==> config.mk <==
export PLATFORM = sky130hd
export DESIGN_NAME = smc_ctrl
export DESIGN_NICKNAME = d
export VERILOG_FILES = /design/src/logic/smc_pkg.sv /design/src/logic/smc_ctrl.sv /design/src/logic/smc_rdata_reg.sv
export VERILOG_INCLUDE_DIRS = /design/src /design/src/logic
export SDC_FILE = /design/constraint.sdc
export NUM_CORES = 1
export LEC_CHECK = 0
export BUFFER_PORTS_ARGS = -buffer_cell sky130_fd_sc_hd__buf_2
export CORE_MARGIN = 10
export CORE_UTILIZATION = 45
export DETAILED_ROUTE_END_ITERATION = 16
export GPL_ROUTABILITY_DRIVEN = 0
export PLACE_DENSITY = 0.78
export SETUP_SLACK_MARGIN = 0.4
export SLEW_MARGIN = 40
export SYNTH_ARGS = -nofsm -noshare
export SYNTH_HDL_FRONTEND = slang
export SYNTH_SLANG_ARGS = --single-unit
==> constraint.sdc <==
create_clock -name clk -period 5.4 [get_ports clk]
set_input_delay 0.54 -clock clk [delete_from_list [all_inputs] [get_ports clk]]
set_output_delay 0.54 -clock clk [all_outputs]
set_load 0.02 [all_outputs]
==> src/logic/smc_cfg.svh <==
`ifndef SMC_CFG_SVH
`define SMC_CFG_SVH
// Chip select count and bus widths
`define SMC_NUM_CS 8
`define SMC_ADDR_W 26
`define SMC_DATA_W 32
// Width field encodings
`define SMC_DBW_8 2'h0
`define SMC_DBW_16 2'h1
`define SMC_DBW_32 2'h2
// Byte access type encodings
`define SMC_BAT_SELECT 1'h0
`define SMC_BAT_WRITE 1'h1
// Default strobe timing in cycles
`define SMC_DEF_SETUP 4'h1
`define SMC_DEF_PULSE 4'h2
`define SMC_DEF_HOLD 4'h1
// Fixed slow clock mode timing in cycles
`define SMC_SLOW_SETUP 4'h2
`define SMC_SLOW_PULSE 4'h8
`define SMC_SLOW_HOLD 4'h2
// Largest page burst in bytes
`define SMC_PAGE_MAX_BYTES 6'h20
`endif

==> src/logic/smc_pkg.sv <==
`include "smc_cfg.svh"
package smc_pkg;
	// Access sequencer states
	typedef enum logic [2:0] {SMC_IDLE, SMC_SETUP, SMC_PULSE, SMC_HOLD} smc_state_t;
	// Data width selection
	typedef logic [1:0] smc_dbw_t;
endpackage

==> src/logic/smc_ctrl.sv <==
`timescale 1ns/1ps
`default_nettype none
`include "smc_cfg.svh"
module smc_ctrl #(
	parameter int NUM_CS = `SMC_NUM_CS,
	parameter int ADDR_W = `SMC_ADDR_W,
	parameter int DATA_W = `SMC_DATA_W
) (
	input wire logic clk,
	input wire logic reset,
	// Request port
	input wire logic req_valid,
	input wire logic req_write,
	input wire logic [2:0] req_cs,
	input wire logic [ADDR_W-1:0] req_addr,
	input wire logic [DATA_W-1:0] req_wdata,
	input wire logic [3:0] req_be,
	input wire logic [5:0] req_burst_bytes,
	input wire logic boot_fetch,
	output logic req_ready,
	output logic rsp_valid,
	output logic rsp_error,
	output logic [DATA_W-1:0] rsp_rdata,
	// Per chip select width and access type; shared timing configuration
	input wire logic [2*NUM_CS-1:0] bus_width_field,
	input wire logic [NUM_CS-1:0] byte_access_type,
	input wire logic slow_clock_mode,
	input wire logic [3:0] cfg_setup,
	input wire logic [3:0] cfg_pulse,
	input wire logic [3:0] cfg_hold,
	// External pins
	output logic [NUM_CS-1:0] chip_select_n,
	output logic read_strobe_n,
	output logic pin_we_wr0_n,
	output logic pin_bs0_a0,
	output logic pin_bs1_wr1_n,
	output logic pin_bs2_wr2_a1,
	output logic pin_bs3_wr3_n,
	output logic [ADDR_W-1:2] addr_hi,
	output logic [DATA_W-1:0] data_out,
	output logic data_oe,
	input wire logic [DATA_W-1:0] data_in,
	input wire logic ext_wait_n
);
	////////////////////////////////////////////////////////////////////////////
	// Parameter checks
	initial
	begin
		if (NUM_CS != 8 || ADDR_W != 26 || DATA_W != 32)
			$error("smc_ctrl geometry unsupported");
	end

	////////////////////////////////////////////////////////////////////////////
	// State
	smc_pkg::smc_state_t state_q; // Sequencer state
	logic [3:0] cnt_q; // Phase counter
	logic [3:0] t_setup_q; // Latched setup
	logic [3:0] t_pulse_q; // Latched pulse
	logic [3:0] t_hold_q; // Latched hold
	logic wr_q; // Access is write
	logic [2:0] cs_q; // Target chip select
	logic [ADDR_W-1:0] addr_q; // Current address
	logic [3:0] be_q; // Byte enables
	logic [5:0] left_q; // Burst bytes remaining
	smc_pkg::smc_dbw_t dbw_q; // Latched width
	logic bat_q; // Latched access type
	logic [DATA_W-1:0] cap_d; // Capture data
	logic cap_load; // Capture strobe
	logic pulse_end; // Last pulse cycle
	logic [5:0] step; // Bytes per beat

	// Width decode, used per chip select and per beat
	function automatic logic [5:0] beat_bytes(input smc_pkg::smc_dbw_t w);
		if (w == `SMC_DBW_32)
			return 6'h04;
		else if (w == `SMC_DBW_16)
			return 6'h02;
		else
			return 6'h01;
	endfunction

	// Selected configuration of the requesting chip select
	smc_pkg::smc_dbw_t req_dbw;
	logic req_bat;
	logic req_bad;
	assign req_dbw = bus_width_field[2*req_cs +: 2];
	assign req_bat = byte_access_type[req_cs] & (req_dbw != `SMC_DBW_8);
	assign req_bad = boot_fetch & req_bat;
	assign step = beat_bytes(dbw_q);
	assign pulse_end = (state_q == smc_pkg::SMC_PULSE) && (cnt_q <= 4'h1) && ext_wait_n;

	////////////////////////////////////////////////////////////////////////////
	// Sequencer
	always_ff @(posedge clk or posedge reset)
	begin
		if (reset)
		begin
			state_q <= smc_pkg::SMC_IDLE;
			cnt_q <= 4'h0;
			left_q <= 6'h00;
		end
		else
		begin
			unique case (state_q)
				smc_pkg::SMC_IDLE:
				begin
					// Start only a legal request
					if (req_valid && !req_bad)
					begin
						state_q <= smc_pkg::SMC_SETUP;
						cnt_q <= slow_clock_mode ? `SMC_SLOW_SETUP : cfg_setup;
						// Bursts are clamped to one page
						if (req_write || req_burst_bytes == 6'h00)
							left_q <= beat_bytes(req_dbw);
						else if (req_burst_bytes > `SMC_PAGE_MAX_BYTES)
							left_q <= `SMC_PAGE_MAX_BYTES;
						else
							left_q <= req_burst_bytes;
					end
				end
				smc_pkg::SMC_SETUP:
				begin
					// Setup then strobe pulse
					if (cnt_q <= 4'h1)
					begin
						state_q <= smc_pkg::SMC_PULSE;
						cnt_q <= t_pulse_q;
					end
					else
						cnt_q <= cnt_q - 4'h1;
				end
				smc_pkg::SMC_PULSE:
				begin
					// Wait low freezes the pulse
					if (pulse_end)
					begin
						if (!wr_q && left_q > step)
						begin
							// Next page beat reuses the strobe
							left_q <= left_q - step;
							cnt_q <= t_pulse_q;
						end
						else
						begin
							state_q <= smc_pkg::SMC_HOLD;
							cnt_q <= t_hold_q;
						end
					end
					else if (ext_wait_n && cnt_q > 4'h1)
						cnt_q <= cnt_q - 4'h1;
				end
				smc_pkg::SMC_HOLD:
				begin
					// Hold then release
					if (cnt_q <= 4'h1)
						state_q <= smc_pkg::SMC_IDLE;
					else
						cnt_q <= cnt_q - 4'h1;
				end
				default:
					state_q <= smc_pkg::SMC_IDLE;
			endcase
		end
	end

	////////////////////////////////////////////////////////////////////////////
	// Access latch
	always_ff @(posedge clk or posedge reset)
	begin
		if (reset)
		begin
			wr_q <= 1'b0;
			cs_q <= 3'h0;
			addr_q <= '0;
			be_q <= 4'h0;
			dbw_q <= `SMC_DBW_8;
			bat_q <= `SMC_BAT_SELECT;
			t_setup_q <= `SMC_DEF_SETUP;
			t_pulse_q <= `SMC_DEF_PULSE;
			t_hold_q <= `SMC_DEF_HOLD;
		end
		else if (state_q == smc_pkg::SMC_IDLE && req_valid && !req_bad)
		begin
			wr_q <= req_write;
			cs_q <= req_cs;
			addr_q <= req_addr;
			be_q <= req_be;
			dbw_q <= req_dbw;
			bat_q <= req_bat;
			t_setup_q <= slow_clock_mode ? `SMC_SLOW_SETUP : cfg_setup;
			t_pulse_q <= slow_clock_mode ? `SMC_SLOW_PULSE : ((cfg_pulse == 4'h0) ? 4'h1 : cfg_pulse);
			t_hold_q <= slow_clock_mode ? `SMC_SLOW_HOLD : cfg_hold;
		end
		else if (pulse_end && !wr_q && left_q > step)
			addr_q <= addr_q + ADDR_W'(step);
	end

	////////////////////////////////////////////////////////////////////////////
	// Pin drive
	logic active;
	logic strobe;
	assign active = (state_q != smc_pkg::SMC_IDLE);
	assign strobe = (state_q == smc_pkg::SMC_PULSE);
	always_ff @(posedge clk or posedge reset)
	begin
		if (reset)
		begin
			chip_select_n <= '1;
			read_strobe_n <= 1'b1;
			pin_we_wr0_n <= 1'b1;
			pin_bs0_a0 <= 1'b1;
			pin_bs1_wr1_n <= 1'b1;
			pin_bs2_wr2_a1 <= 1'b1;
			pin_bs3_wr3_n <= 1'b1;
			addr_hi <= '0;
			data_out <= '0;
			data_oe <= 1'b0;
		end
		else
		begin
			// Active low chip select per region
			for (int i = 0; i < NUM_CS; i++)
				chip_select_n[i] <= !(active && cs_q == 3'(i));
			addr_hi <= addr_q[ADDR_W-1:2];
			read_strobe_n <= !(strobe && !wr_q);
			data_out <= req_wdata;
			data_oe <= active && wr_q;
			if (!active)
			begin
				pin_we_wr0_n <= 1'b1;
				pin_bs0_a0 <= 1'b1;
				pin_bs1_wr1_n <= 1'b1;
				pin_bs2_wr2_a1 <= 1'b1;
				pin_bs3_wr3_n <= 1'b1;
			end
			else if (dbw_q == `SMC_DBW_8)
			begin
				pin_bs0_a0 <= addr_q[0];
				pin_we_wr0_n <= !(strobe && wr_q);
				pin_bs1_wr1_n <= 1'b1;
				pin_bs2_wr2_a1 <= addr_q[1];
				pin_bs3_wr3_n <= 1'b1;
			end
			else if (bat_q == `SMC_BAT_WRITE)
			begin
				// Lane strobes; selects unused
				pin_bs0_a0 <= 1'b1;
				pin_we_wr0_n <= !(strobe && wr_q && be_q[0]);
				pin_bs1_wr1_n <= !(strobe && wr_q && be_q[1]);
				if (dbw_q == `SMC_DBW_32)
					pin_bs2_wr2_a1 <= !(strobe && wr_q && be_q[2]);
				else
					pin_bs2_wr2_a1 <= addr_q[1];
				pin_bs3_wr3_n <= !(strobe && wr_q && be_q[3] && dbw_q == `SMC_DBW_32);
			end
			else
			begin
				// Lane selects follow the address phase
				pin_we_wr0_n <= !(strobe && wr_q);
				pin_bs0_a0 <= !be_q[0];
				pin_bs1_wr1_n <= !be_q[1];
				if (dbw_q == `SMC_DBW_32)
					pin_bs2_wr2_a1 <= !be_q[2];
				else
					pin_bs2_wr2_a1 <= addr_q[1];
				pin_bs3_wr3_n <= !(be_q[3] && dbw_q == `SMC_DBW_32);
			end
		end
	end

	////////////////////////////////////////////////////////////////////////////
	// Request handshake and response
	assign cap_load = pulse_end && !wr_q;
	assign cap_d = data_in;
	always_ff @(posedge clk or posedge reset)
	begin
		if (reset)
		begin
			req_ready <= 1'b0;
			rsp_valid <= 1'b0;
			rsp_error <= 1'b0;
		end
		else
		begin
			req_ready <= (state_q == smc_pkg::SMC_HOLD && cnt_q <= 4'h1);
			rsp_valid <= pulse_end || (state_q == smc_pkg::SMC_IDLE && req_valid && req_bad);
			rsp_error <= state_q == smc_pkg::SMC_IDLE && req_valid && req_bad;
		end
	end

	smc_rdata_reg #(
		.WIDTH(DATA_W)
	) u_rdata (
		.clk(clk),
		.reset(reset),
		.load(cap_load),
		.din(cap_d),
		.dout(rsp_rdata)
	);

	////////////////////////////////////////////////////////////////////////////
	// Assertions
	idle_high_a: assert property (@(posedge clk) disable iff (reset)
		$past(state_q) == smc_pkg::SMC_IDLE && state_q == smc_pkg::SMC_IDLE |=> chip_select_n == '1)
		else $error("chip select asserted while idle");
	one_cs_a: assert property (@(posedge clk) disable iff (reset) $onehot0(~chip_select_n))
		else $error("more than one chip select low");
	wait_hold_a: assert property (@(posedge clk) disable iff (reset)
		strobe && !ext_wait_n |=> strobe)
		else $error("wait did not extend pulse");
	rd_strobe_a: assert property (@(posedge clk) disable iff (reset)
		strobe && !wr_q |=> !read_strobe_n)
		else $error("read strobe not low");
	bw_sel_a: assert property (@(posedge clk) disable iff (reset)
		active && bat_q && dbw_q != `SMC_DBW_8 |=> pin_bs0_a0)
		else $error("lane select used in byte write");
	boot_bw_a: assert property (@(posedge clk) disable iff (reset)
		state_q == smc_pkg::SMC_IDLE && req_valid && req_bad |=> state_q == smc_pkg::SMC_IDLE && rsp_error)
		else $error("boot from byte write started");
	a0_map_a: assert property (@(posedge clk) disable iff (reset)
		active && dbw_q == `SMC_DBW_8 |=> pin_bs0_a0 == $past(addr_q[0]))
		else $error("a0 not on lane 0 pin");
	page_max_a: assert property (@(posedge clk) disable iff (reset)
		left_q <= `SMC_PAGE_MAX_BYTES)
		else $error("burst exceeds page");
	slow_pulse_a: assert property (@(posedge clk) disable iff (reset)
		state_q == smc_pkg::SMC_IDLE && req_valid && !req_bad && slow_clock_mode
		|=> t_pulse_q == `SMC_SLOW_PULSE)
		else $error("slow waveform not applied");
	read_c: cover property (@(posedge clk) disable iff (reset) cap_load);
	write_c: cover property (@(posedge clk) disable iff (reset) strobe && wr_q && bat_q);
	wait_c: cover property (@(posedge clk) disable iff (reset) strobe && !ext_wait_n);
	burst_c: cover property (@(posedge clk) disable iff (reset) pulse_end && left_q > step);
endmodule // smc_ctrl
`default_nettype wire

==> src/logic/smc_rdata_reg.sv <==
`timescale 1ns/1ps
`default_nettype none
// Read data capture register
module smc_rdata_reg #(
	parameter int WIDTH = 32
) (
	input wire logic clk,
	input wire logic reset,
	input wire logic load,
	input wire logic [WIDTH-1:0] din,
	output logic [WIDTH-1:0] dout
);
	// Captures bus data at the end of a read pulse
	always_ff @(posedge clk or posedge reset)
	begin
		if (reset)
			dout <= '0;
		else if (load)
			dout <= din;
	end
endmodule // smc_rdata_reg
`default_nettype wire

# After elaboration in Yosys (flattened, before gate mapping)
# Index checks and enable logic that the tools add are counted.
# totals
wordCells	169
reg_bits	164
input_bits	146
output_inout_bits	106
# op_classes
n_bitwise	2
n_lt_le_gt_ge	5
n_reduce_logical	63
addsub	3
n_mux	48
eq_ne	22
n_shift	1
# op_table
operator	count
$mux W26	2
$mux W4	10
$mux W6	6
$logic_and A1 B1 Y1	28
$add A26 B6 Y26	1
$logic_not A1 Y1	20
$mux W1	18
$mux W3	6
$pmux W4 S4	1
$shiftx A16 B5 Y2	1
$eq A3 B2 Y1 const B	4
$eq A3 B3 Y1 const B	4
$ne A2 B2 Y1 const B	6
$pmux W3 S4	1
$pmux W6 S2	1
$reduce_and A4 Y1	2
$eq A3 B1 Y1 const B	2
$gt A6 B6 Y1	1
$gt A6 B6 Y1 const B	1
$logic_not A3 Y1	2
$logic_not A6 Y1	1
$reduce_bool A2 Y1	3
$sub A6 B6 Y6	1
$reduce_and A5 Y1	1
16 further kinds	21

# Longest topological paths before layout
# Gate-level depths: netlist of the first run.
# depth
word_depth	8
depth_mapped	12
depth_no_buf	11

# By module
# A second synthesis of the first run with hierarchy kept.
# unflattened
hier_cells	581
hier_area_um2	7216.9
# modules_own_cells
module	cells_per_inst	area_per_inst_um2	n_inst	seq_area_each_um2
smc_ctrl	512	5868.1	1	3298.2
smc_rdata_reg	69	1348.8	1	800.8

# Worst setup path after synthesis of the first run
# Ideal clock, no wire load.
# synth_timing
kind	input-to-reg
start	input req_cs[0]
end	register addr_q[3]
path_buffers	3
arrival_time_ps	2888
path_slack_ps	2387
cell_stages	10
required_time_ps	5275
setup_ps	125
path_cell_list	buf_2 mux4_2 mux2i_1 ha_1 a31oi_1 and3_1 clkbuf_1 a21oi_1 buf_2 mux2_2
# synth_between
elab_chain_len	7
word_cells_on_any_way	10
cone_classes	shift: 1; mux: 3; bitwise: 2; reduce/logical: 4
# synth_rtl
element	line	rtl
start: declaration	smc_ctrl.sv:14	input wire logic [2:0] req_cs,
$shiftx A16 B5 Y2 / $bmux W1 S3 (equally long branches)	smc_ctrl.sv:86, smc_ctrl.sv:87	
$reduce_bool A2 Y1 (no source line) / $mux W1 (equally long branches)	--	
$and A1 B1 Y1 *	smc_ctrl.sv:87	assign req_bat = byte_access_type[req_cs] & (req_dbw != `SMC_DBW_8);
$and A1 B1 Y1 *	smc_ctrl.sv:88	assign req_bad = boot_fetch & req_bat;
$logic_not A1 Y1 *	smc_ctrl.sv:182	else if (state_q == smc_pkg::SMC_IDLE && req_valid && !req_bad)
$logic_and A1 B1 Y1 *	smc_ctrl.sv:182	
$mux W26 / $reduce_bool A2 Y1 (equally long branches)	--	
end signal: assignment	smc_ctrl.sv:186	addr_q <= req_addr;
end signal: assignment	smc_ctrl.sv:195	addr_q <= addr_q + ADDR_W'(step);
end: declaration	smc_ctrl.sv:62	logic [ADDR_W-1:0] addr_q;
# Mark *: on every way between the ends. The rest lies on a longest branch, timed or not. The select of a mux whose other input is x is not followed.
# A chain may end at the register's enable or synchronous reset.

# Final worst setup path of the first run
# Same ends and word-level chain as after synthesis.

==> results by group, run 1 <==
Yosys
  – Asr flop ratio synth: 100%
  – Post-synth EDFFs: 0
  – Syn Area/Cell: 11.9 sq um
  – Register area share after synthesis: 59.1%
  – Cell Area, Synth: 6940 sq um
  – Top-area cell type share of the netlist area: 53.0%
  – Mapped Nets: 751
  – Yosys warns: 0
  – Synth cell types: 53
  – Syn Inst Count: 585
  – Synth area leaders: dfrtp_1 (53%), mux2_2 (7.3%), dfstp_2 (6.1%)
  – Yosys reg bits: 163
  – Area leader, netlist: dfrtp_1
  – Main synth FF type: dfrtp_1

Setup path
  – CP Class: in2reg
  – Critical path data required time: 5.70 ns
  – Slowest-stage cell, CP: buf_4
  – Crit path largest cell delay: 0.55 ns
  – CP Cell Sequence: buf_2 -> mux4_2 -> mux2i_1 -> ha_1 -> a31oi_1 -> and3_1 -> a21oi_4 -> buf_4 -> mux2_2
  – Flop2flop setup slack: 2.33 ns
  – Family with the most delay on the worst path: multiplexers
  – Worst setup SP type: primary input
  – WP data arrival: 3.45 ns
  – RR Startpoint: dbw_q[0]
  – Worst r2r path cells: 11
  – Critical path fanouts, max: 63
  – Crit. End Element: flop
  – Worst path bufs/invs: 2
  – FF-to-FF End: left_q[1]

Global routing
  – Vias in the first global route: 5432
  – Met3 usage: 5.18%
  – Grt met2 use: 29.0%
  – Tot GR Track Use: 16.9%
  – Antenna violations before repair: 0
  – Remaining Overflow, GRT: 0
  – Largest net degree at the start of global routing: 119
  – Met1 Resource Use GR: 19.8%
  – Global-route wire length before repair: 27.8 mm
  – Most Used Layer, Global Route: met2

Clocking
  – Clock sinks: 163
  – Cts repair resizes: 0
  – Clk buf depth: 2
  – Hold Buf Count CTS: 0
  – H-tree depth: 4
  – Setup bufs post-CTS: 0
  – Clk slew on worst S/H paths: 0.07 ns
  – Clock tree root driver cell: clkbuf_16
  – Clock Latency Late Sink: 0.42 ns
  – Total CTS buffers: 17
  – CTS tree: yes

Timing
  – Fin Setup TNS: 0 ns
  – Worst slew pin tran: 0.753 ns
  – Final Max Slew Viols: 0
  – Hold Violations, Final: 0
  – RSZ-0062 raised after global routing: no
  – Fmax: 317 MHz
  – Period minus WS final: 3.16 ns
  – Final period utilization: 58.5%
  – # setup viols final: 0
  – Clock Skew: 0.0114 ns
  – Max-slew headroom: 49.8%

Drt
  – Via density: 5.06
  – Drt first pass iters: 4
  – Routed WL per cell: 17.4 um
  – Via count: 5242
  – Post-Route WL: 18.0 mm
  – Iteration-0 DRC Markers: 206
  – Drt drc: 0
  – Post-DRT Antenna Nets: 0

Place
  – DP Cell Count: 1003
  – Post-DP HPWL: 14.1 mm
  – Port Buffer Count: 251
  – Post-DP Area: 8360 sq um

Finish
  – Final Cell Area: 8970 sq um
  – Layout area overhead: 29.2%
  – Fill count: 1271
  – Post-Layout Cell Count: 1035
  – ANT cells: 0
  – Layout cells sized above 1: 42.4%
  – Final Net Count: 1000

Floorplan
  – Initial core utilization: 45.8%
  – Die X: 144 um
  – Core area: 15100 sq um
  – DIE HEIGHT: 144 um
  – # IOs: 252
  – Row Count: 45
  – Total die area: 20800 sq um

Pwr
  – Max IR drop VDD: 0.223 mV
  – Leakage power figure: 4.34 nW
  – Cell area power density: 584 nW/um^2
  – Total power: 5.24 mW

Hold path
  – Worst Hold Class: in2async

Outcome
  – Status: completed

Flow run
  – Max cap viols: 0
-- stage by stage --
stage	hold slack [ns]	setup WS, ns	util [%]
2_1_floorplan	0.368	0.482	-
3_3_place_gp	0.382	1.87	55.2
3_5_place_dp	0.397	1.81	55.2
4_1_cts	0.205	2.25	59.1
5_1_grt	0.203	2.04	59.2
6_report	0.208	2.24	59.2
-- routing by layer --
| metal | routed length, um | up-vias |
|---|---|---|
| li1 | - | 2521 |
| met1 | 7340 | 2518 |
| met2 | 8980 | 192 |
| met3 | 1480 | 11 |
| met4 | 191 | 0 |
| met5 | 0 | - |
-- final cells by class --
class	instances	area, sq um	area share [%]
inverters	27	114	1.27
repair buffers	254	1280	14.3
clock inverters	15	174	1.94
multi-input cells	371	2640	29.5
clock buffers	17	425	4.74
flip-flops and latches	163	4100	45.7
well taps	188	235	2.62
-- cells by family (layout without fill, tap and decap cells) --
family	count (synthesis)	in the layout	synth area share, %
XOR/XNOR	26	26	3.28
flip-flops	163	163	59.1
AO/OA/AOI/OAI	96	96	8.98
buffers and inverters	51	313	3.10
adder cells (fa/ha/maj)	20	20	3.82
AND/OR/NAND/NOR	171	171	11.9
multiplexers	58	58	9.90
-- synth_stat cells, drive strengths merged (3+ instances only) --
cell type	n
mux2i	9
mux2	45
nor3b	3
nand3b	6
o21ai	43
a211o	3
a221oi	3
nand3	16
and3	6
inv	27
xnor2	14
nand2b	6
nor2	39
a21oi	18
xor2	12
and2	4
a21o	5
dfstp	16
clkbuf	12
a221o	6
nand4	4
nor3	14
mux4	4
buf	12
or3	3
nor2b	10
ha	18
nand2	54
dfrtp	147
-- worst max path at each step --
stage,cells after the start,startpoint,end
final,9,req_cs[0],addr_q[3]
after CTS,9,req_cs[0],addr_q[3]
after floorplan,1,reset,addr_hi[10]
after global placement,9,req_cs[0],addr_q[3]
after global routing,9,req_cs[0],be_q[0]
after detailed placement,9,req_cs[0],addr_q[3]
-- where the power goes --
part           internal (mW)  total (mW)  switching [mW]
clock network          0.667        1.21           0.542
registers               1.71        2.01           0.295
logic                  0.821        2.02            1.20
-- layout by cell type, fill, tap and decap left out, types with 3 or more instances in the layout --
cell type,instances
nand3b_1,6
o21ai_0,40
dfrtp_1,147
a21oi_1,16
nor3_1,13
ha_1,18
xnor2_1,14
dfstp_2,16
a21o_1,4
nand2b_1,6
mux2_2,45
a211o_1,3
inv_8,7
or3_1,3
nand3_1,16
nand2_1,54
mux4_2,4
clkbuf_16,17
and2_1,4
xor2_1,12
o21ai_1,3
and3_1,6
buf_4,3
inv_1,26
nor3b_1,3
nor2b_1,10
a221o_1,6
nand4_1,4
inv_6,4
mux2i_1,9
a221oi_1,3
buf_2,251
nor2_1,39
-- flip-flops by register name, indices dropped and copies added, names as in the netlist, 3 cells and up --
signal and count:
addr_hi 24, u_rdata.dout 32, t_hold_q 4, cnt_q 4, cs_q 3, data_out 32, t_pulse_q 4, left_q 6
addr_q 26, be_q 4, chip_select_n 8
No activity file was read; power rests on OpenSTA's default activity.
==> inputs of run 2 (changes only) <==
Settings changed: ABC_AREA set to 1, PLACE_DENSITY 0.78 to 0.79.
Clock period 5.4 ns to 2.6 ns, I/O delays scaled along.
==> run 2 against run 1 <==
  * Cell area grew 19%
  * Wire length rose by 43%
  * Area after synthesis rose by 8.3%
  * Register-to-register slack got worse by 2.1 ns
  * Die area grew 7.1%
  * Non-clock buffer count increased by 72
  * Worst setup slack worse by 2.0 ns
  * Power up 140%
  * Critical path depth rose by 6
  * Largest cell class unchanged
  * Largest power group unchanged
==> results by group, run 2 <==
Outcome
  – Status: completed (unchanged)

Hold path
  – Hold path cells: 3
  – Worst Hold Class: in2reg (was in2async)

Setup path
  – Crit. End Element: flop (unchanged)
  – CP Class: reg2reg (was in2reg)
  – WP data arrival: 2.69 ns (was 3.45 ns)
  – Worst setup SP type: flop (was primary input)
  – Critical path fanouts, max: 7 (was 63)
  – Critical path data required time: 2.92 ns (was 5.70 ns)
  – Worst r2r path cells: 15 (was 11)

Place
  – Port Buffer Count: 251 (unchanged)
  – Post-DP HPWL: 17.4 mm (was 14.1 mm)
  – Post-DP Area: 9040 sq um (was 8360 sq um)

Pwr
  – Switching power: 5.36 mW (was 2.04 mW)
  – Max IR drop VDD: 0.610 mV (was 0.223 mV)
  – Clock power share: 19.9% (was 23.1%)
  – Switching Fraction: 43.1% (was 38.9%)
  – Logic pwr share: 46.0% (was 38.6%)
  – Total power: 12.4 mW (was 5.24 mW)
  – Int Pwr: 7.07 mW (was 3.20 mW)
  – Leakage power figure: 5.55 nW (was 4.34 nW)
  – Reg power frac: 34.2% (was 38.3%)
  – Cell area power density: 1170 nW/um^2 (was 584 nW/um^2)

Clocking
  – Clk slew on worst S/H paths: 0.07 ns (about the same)
  – Total CTS buffers: 17 (unchanged)
  – Clock sinks: 163 (unchanged)
  – CTS tree: yes (unchanged)
  – Clk buf depth: 2 (unchanged)
  – Clock Latency Late Sink: 0.43 ns (was 0.42 ns)
  – H-tree depth: 4 (unchanged)
  – Clock tree root driver cell: clkbuf_16 (unchanged)

Drt
  – Iteration-0 DRC Markers: 641 (was 206)
  – Post-DRT Antenna Nets: 0 (unchanged)
  – Drt first pass iters: 5 (was 4)
  – Routed WL per cell: 18.1 um (was 17.4 um)
  – Via count: 7322 (was 5242)
  – Via density: 5.12 (was 5.06)
  – Drt drc: 0 (unchanged)
  – Post-Route WL: 25.8 mm (was 18.0 mm)

Global routing
  – Antenna violations before repair: 4 (was 0)
  – Remaining Overflow, GRT: 0 (unchanged)
  – Global-route wire length before repair: 38.4 mm (was 27.8 mm)
  – Vias in the first global route: 7204 (was 5432)
  – Tot GR Track Use: 21.8% (was 16.9%)
  – Largest net degree at the start of global routing: 99 (was 119)

Yosys
  – Simple-Gate Fraction of Synth Area: 28.9% (was 11.9%)
  – Post-synth EDFFs: 0 (unchanged)
  – Count leader, synth: nand2_1 (was dfrtp_1)
  – List of most frequent post-synthesis cells: nand2_1 (291), dfrtp_1 (147), nand3_1 (96) (was dfrtp_1 (147), nand2_1 (54), mux2_2 (45))
  – Register area share after synthesis: 54.5% (was 59.1%)
  – Post-Synth XOR/XNOR Area: 1.75% (was 3.28%)
  – Mux contribution to synthesized area: 0% (was 9.90%)
  – Asr flop ratio synth: 100% (unchanged)
  – Mapped Nets: 1040 (was 751)
  – Area leader, netlist: dfrtp_1 (unchanged)
  – Yosys warns: 0 (unchanged)
  – Syn Area/Cell: 8.60 sq um (was 11.9 sq um)
  – Top-area cell type share of the netlist area: 48.9% (was 53.0%)
  – Cell Area, Synth: 7520 sq um (was 6940 sq um)
  – Syn Inst Count: 874 (was 585)
  – Main combinational cell family by area after synthesis: simple AND/OR/NAND/NOR gates (unchanged)
  – Synth cell types: 40 (was 53)
  – Post-synthesis compound-gate area fraction: 4.71% (was 8.98%)
  – Yosys reg bits: 163 (unchanged)
  – Main synth FF type: dfrtp_1 (unchanged)
  – Synth area leaders: dfrtp_1 (49%), nand2_1 (15%), nand3_1 (6.4%) (was dfrtp_1 (53%), mux2_2 (7.3%), dfstp_2 (6.1%))
  – Post-synthesis adder-cell area fraction: 3.53% (was 3.82%)

Finish
  – Commonest cells after routing, fill and taps aside: nand2_1 (273), buf_2 (251), dfrtp_1 (147) (was buf_2 (251), dfrtp_1 (147), nand2_1 (54))
  – Final Cell Area: 10600 sq um (was 8970 sq um)
  – Fill count: 1292 (was 1271)
  – Most common cell after layout, fill and taps aside: nand2_1 (was buf_2)
  – Layout area overhead: 41.4% (was 29.2%)
  – Final Net Count: 1359 (was 1000)
  – Biggest regs: data_out: 32 flops, u_rdata.dout: 32 flops, addr_q: 26 flops (unchanged)
  – Util after Layout: 64.6% (was 59.2%)
  – Layout cells sized above 1: 35.7% (was 42.4%)

Timing
  – Fmax: 422 MHz
  – Fin Setup TNS: 0 ns (unchanged)
  – Hold Violations, Final: 0 (unchanged)
  – Clock Skew: 0.00895 ns (was 0.0114 ns)
  – Worst slew pin tran: 0.589 ns (was 0.753 ns)
  – Period minus WS final: 2.37 ns
  – # setup viols final: 0 (unchanged)
  – Final period utilization: 91.1%
  – Worst hold slack: 0.0189 ns (was 0.208 ns)
  – Max-slew headroom: 60.7% (was 49.8%)
  – Final Max Slew Viols: 0 (unchanged)
  – RSZ-0062 raised after global routing: yes (was no)

Flow run
  – Max cap viols: 0 (unchanged)

Floorplan
  – Row Count: 47 (was 45)
  – Die X: 149 um (was 144 um)
  – Initial core utilization: 45.6% (was 45.8%)
  – # IOs: 252 (unchanged)
  – Core area: 16500 sq um (was 15100 sq um)
  – DIE HEIGHT: 149 um (was 144 um)
  – Total die area: 22300 sq um (was 20800 sq um)
[run 2: area by class of cell]
type,count,area [sq um],area share [%]
clock buffer,18,439,4.13
clock inverter,14,140,1.32
inverter,84,337,3.17
antenna,3,7.51,0.0706
timing repair buffer,326,2030,19.1
tap,220,275,2.59
multi-input combinational,601,3310,31.1
sequential,163,4100,38.6
[run 2: per-layer routing]
layer	vias to the layer above	GRT usage [%]	part of all wire, %
met5	-	0	0.10
met4	4	7.61	2.7
met3	64	6.16	8.4
met2	372	36.5	49
met1	3423	26.4	39
li1	3459	-	-
[run 2: power by group through the flow]
stage / registers, mW / clock network [mW] / logic [mW]
2_1_floorplan: 4.72 / 0 / 2.61
3_3_place_gp: 4.19 / 0 / 4.58
3_5_place_dp: 4.22 / 0 / 4.67
4_1_cts: 4.19 / 2.51 / 5.23
5_1_grt: 4.36 / 2.63 / 6.27
6_report: 4.25 / 2.47 / 5.72
[run 2: worst paths after layout]
kind / from / to / slack (ns)
max: dbw_q[0] / addr_q[20] / 0.23
min: req_be[3] / be_q[3] / 0.02
max reg2reg: dbw_q[0] / addr_q[20] / 0.23
min reg2reg: addr_q[24] / addr_hi[24] / 0.45
max in group asynchronous: reset / chip_select_n[0] / 1.63
min in group asynchronous: reset / data_out[3] / 0.50
[run 2: logic make-up after synthesis]
family                   count (synthesis)
adder cells (fa/ha/maj)                 20
AND/OR/NAND/NOR                        500
AO/OA/AOI/OAI                           65
XOR/XNOR                                15
buffers and inverters                  111
flip-flops                             163
[run 2: timing repair]
action | in CTS | in global routing
cloned | 1 | 1
gates resized for setup | 41 | 62
buffers inserted | 14 | 13
endpoints found under the hold margin | 89 | 0
endpoints found under the setup margin | 37 | 53
hold buffers | 33 | 0
pin swaps | 17 | 39
[run 2: worst max-delay path, cell delays in order, from the launching register on]
cell and delay [ns]:
dfrtp_1 0.39, inv_2 0.08, ha_4 0.21, inv_4 0.06, buf_4 0.12, ha_4 0.14
fa_2 0.22, nand2_4 0.06, a21boi_2 0.16, nand2_2 0.13, nor2_4 0.22, nand4_1 0.16
o21ai_1 0.14, nand2_1 0.06, nand2_1 0.05, nand2_1 0.04
[run 2: stage by stage]
stage	setup WS [ns]	instances
finish	0.231	1429
global route	0.111	1427
CTS	0.295	1412
detailed placement	0.147	1332
global placement	0.229	1332
floorplan	0.282	874
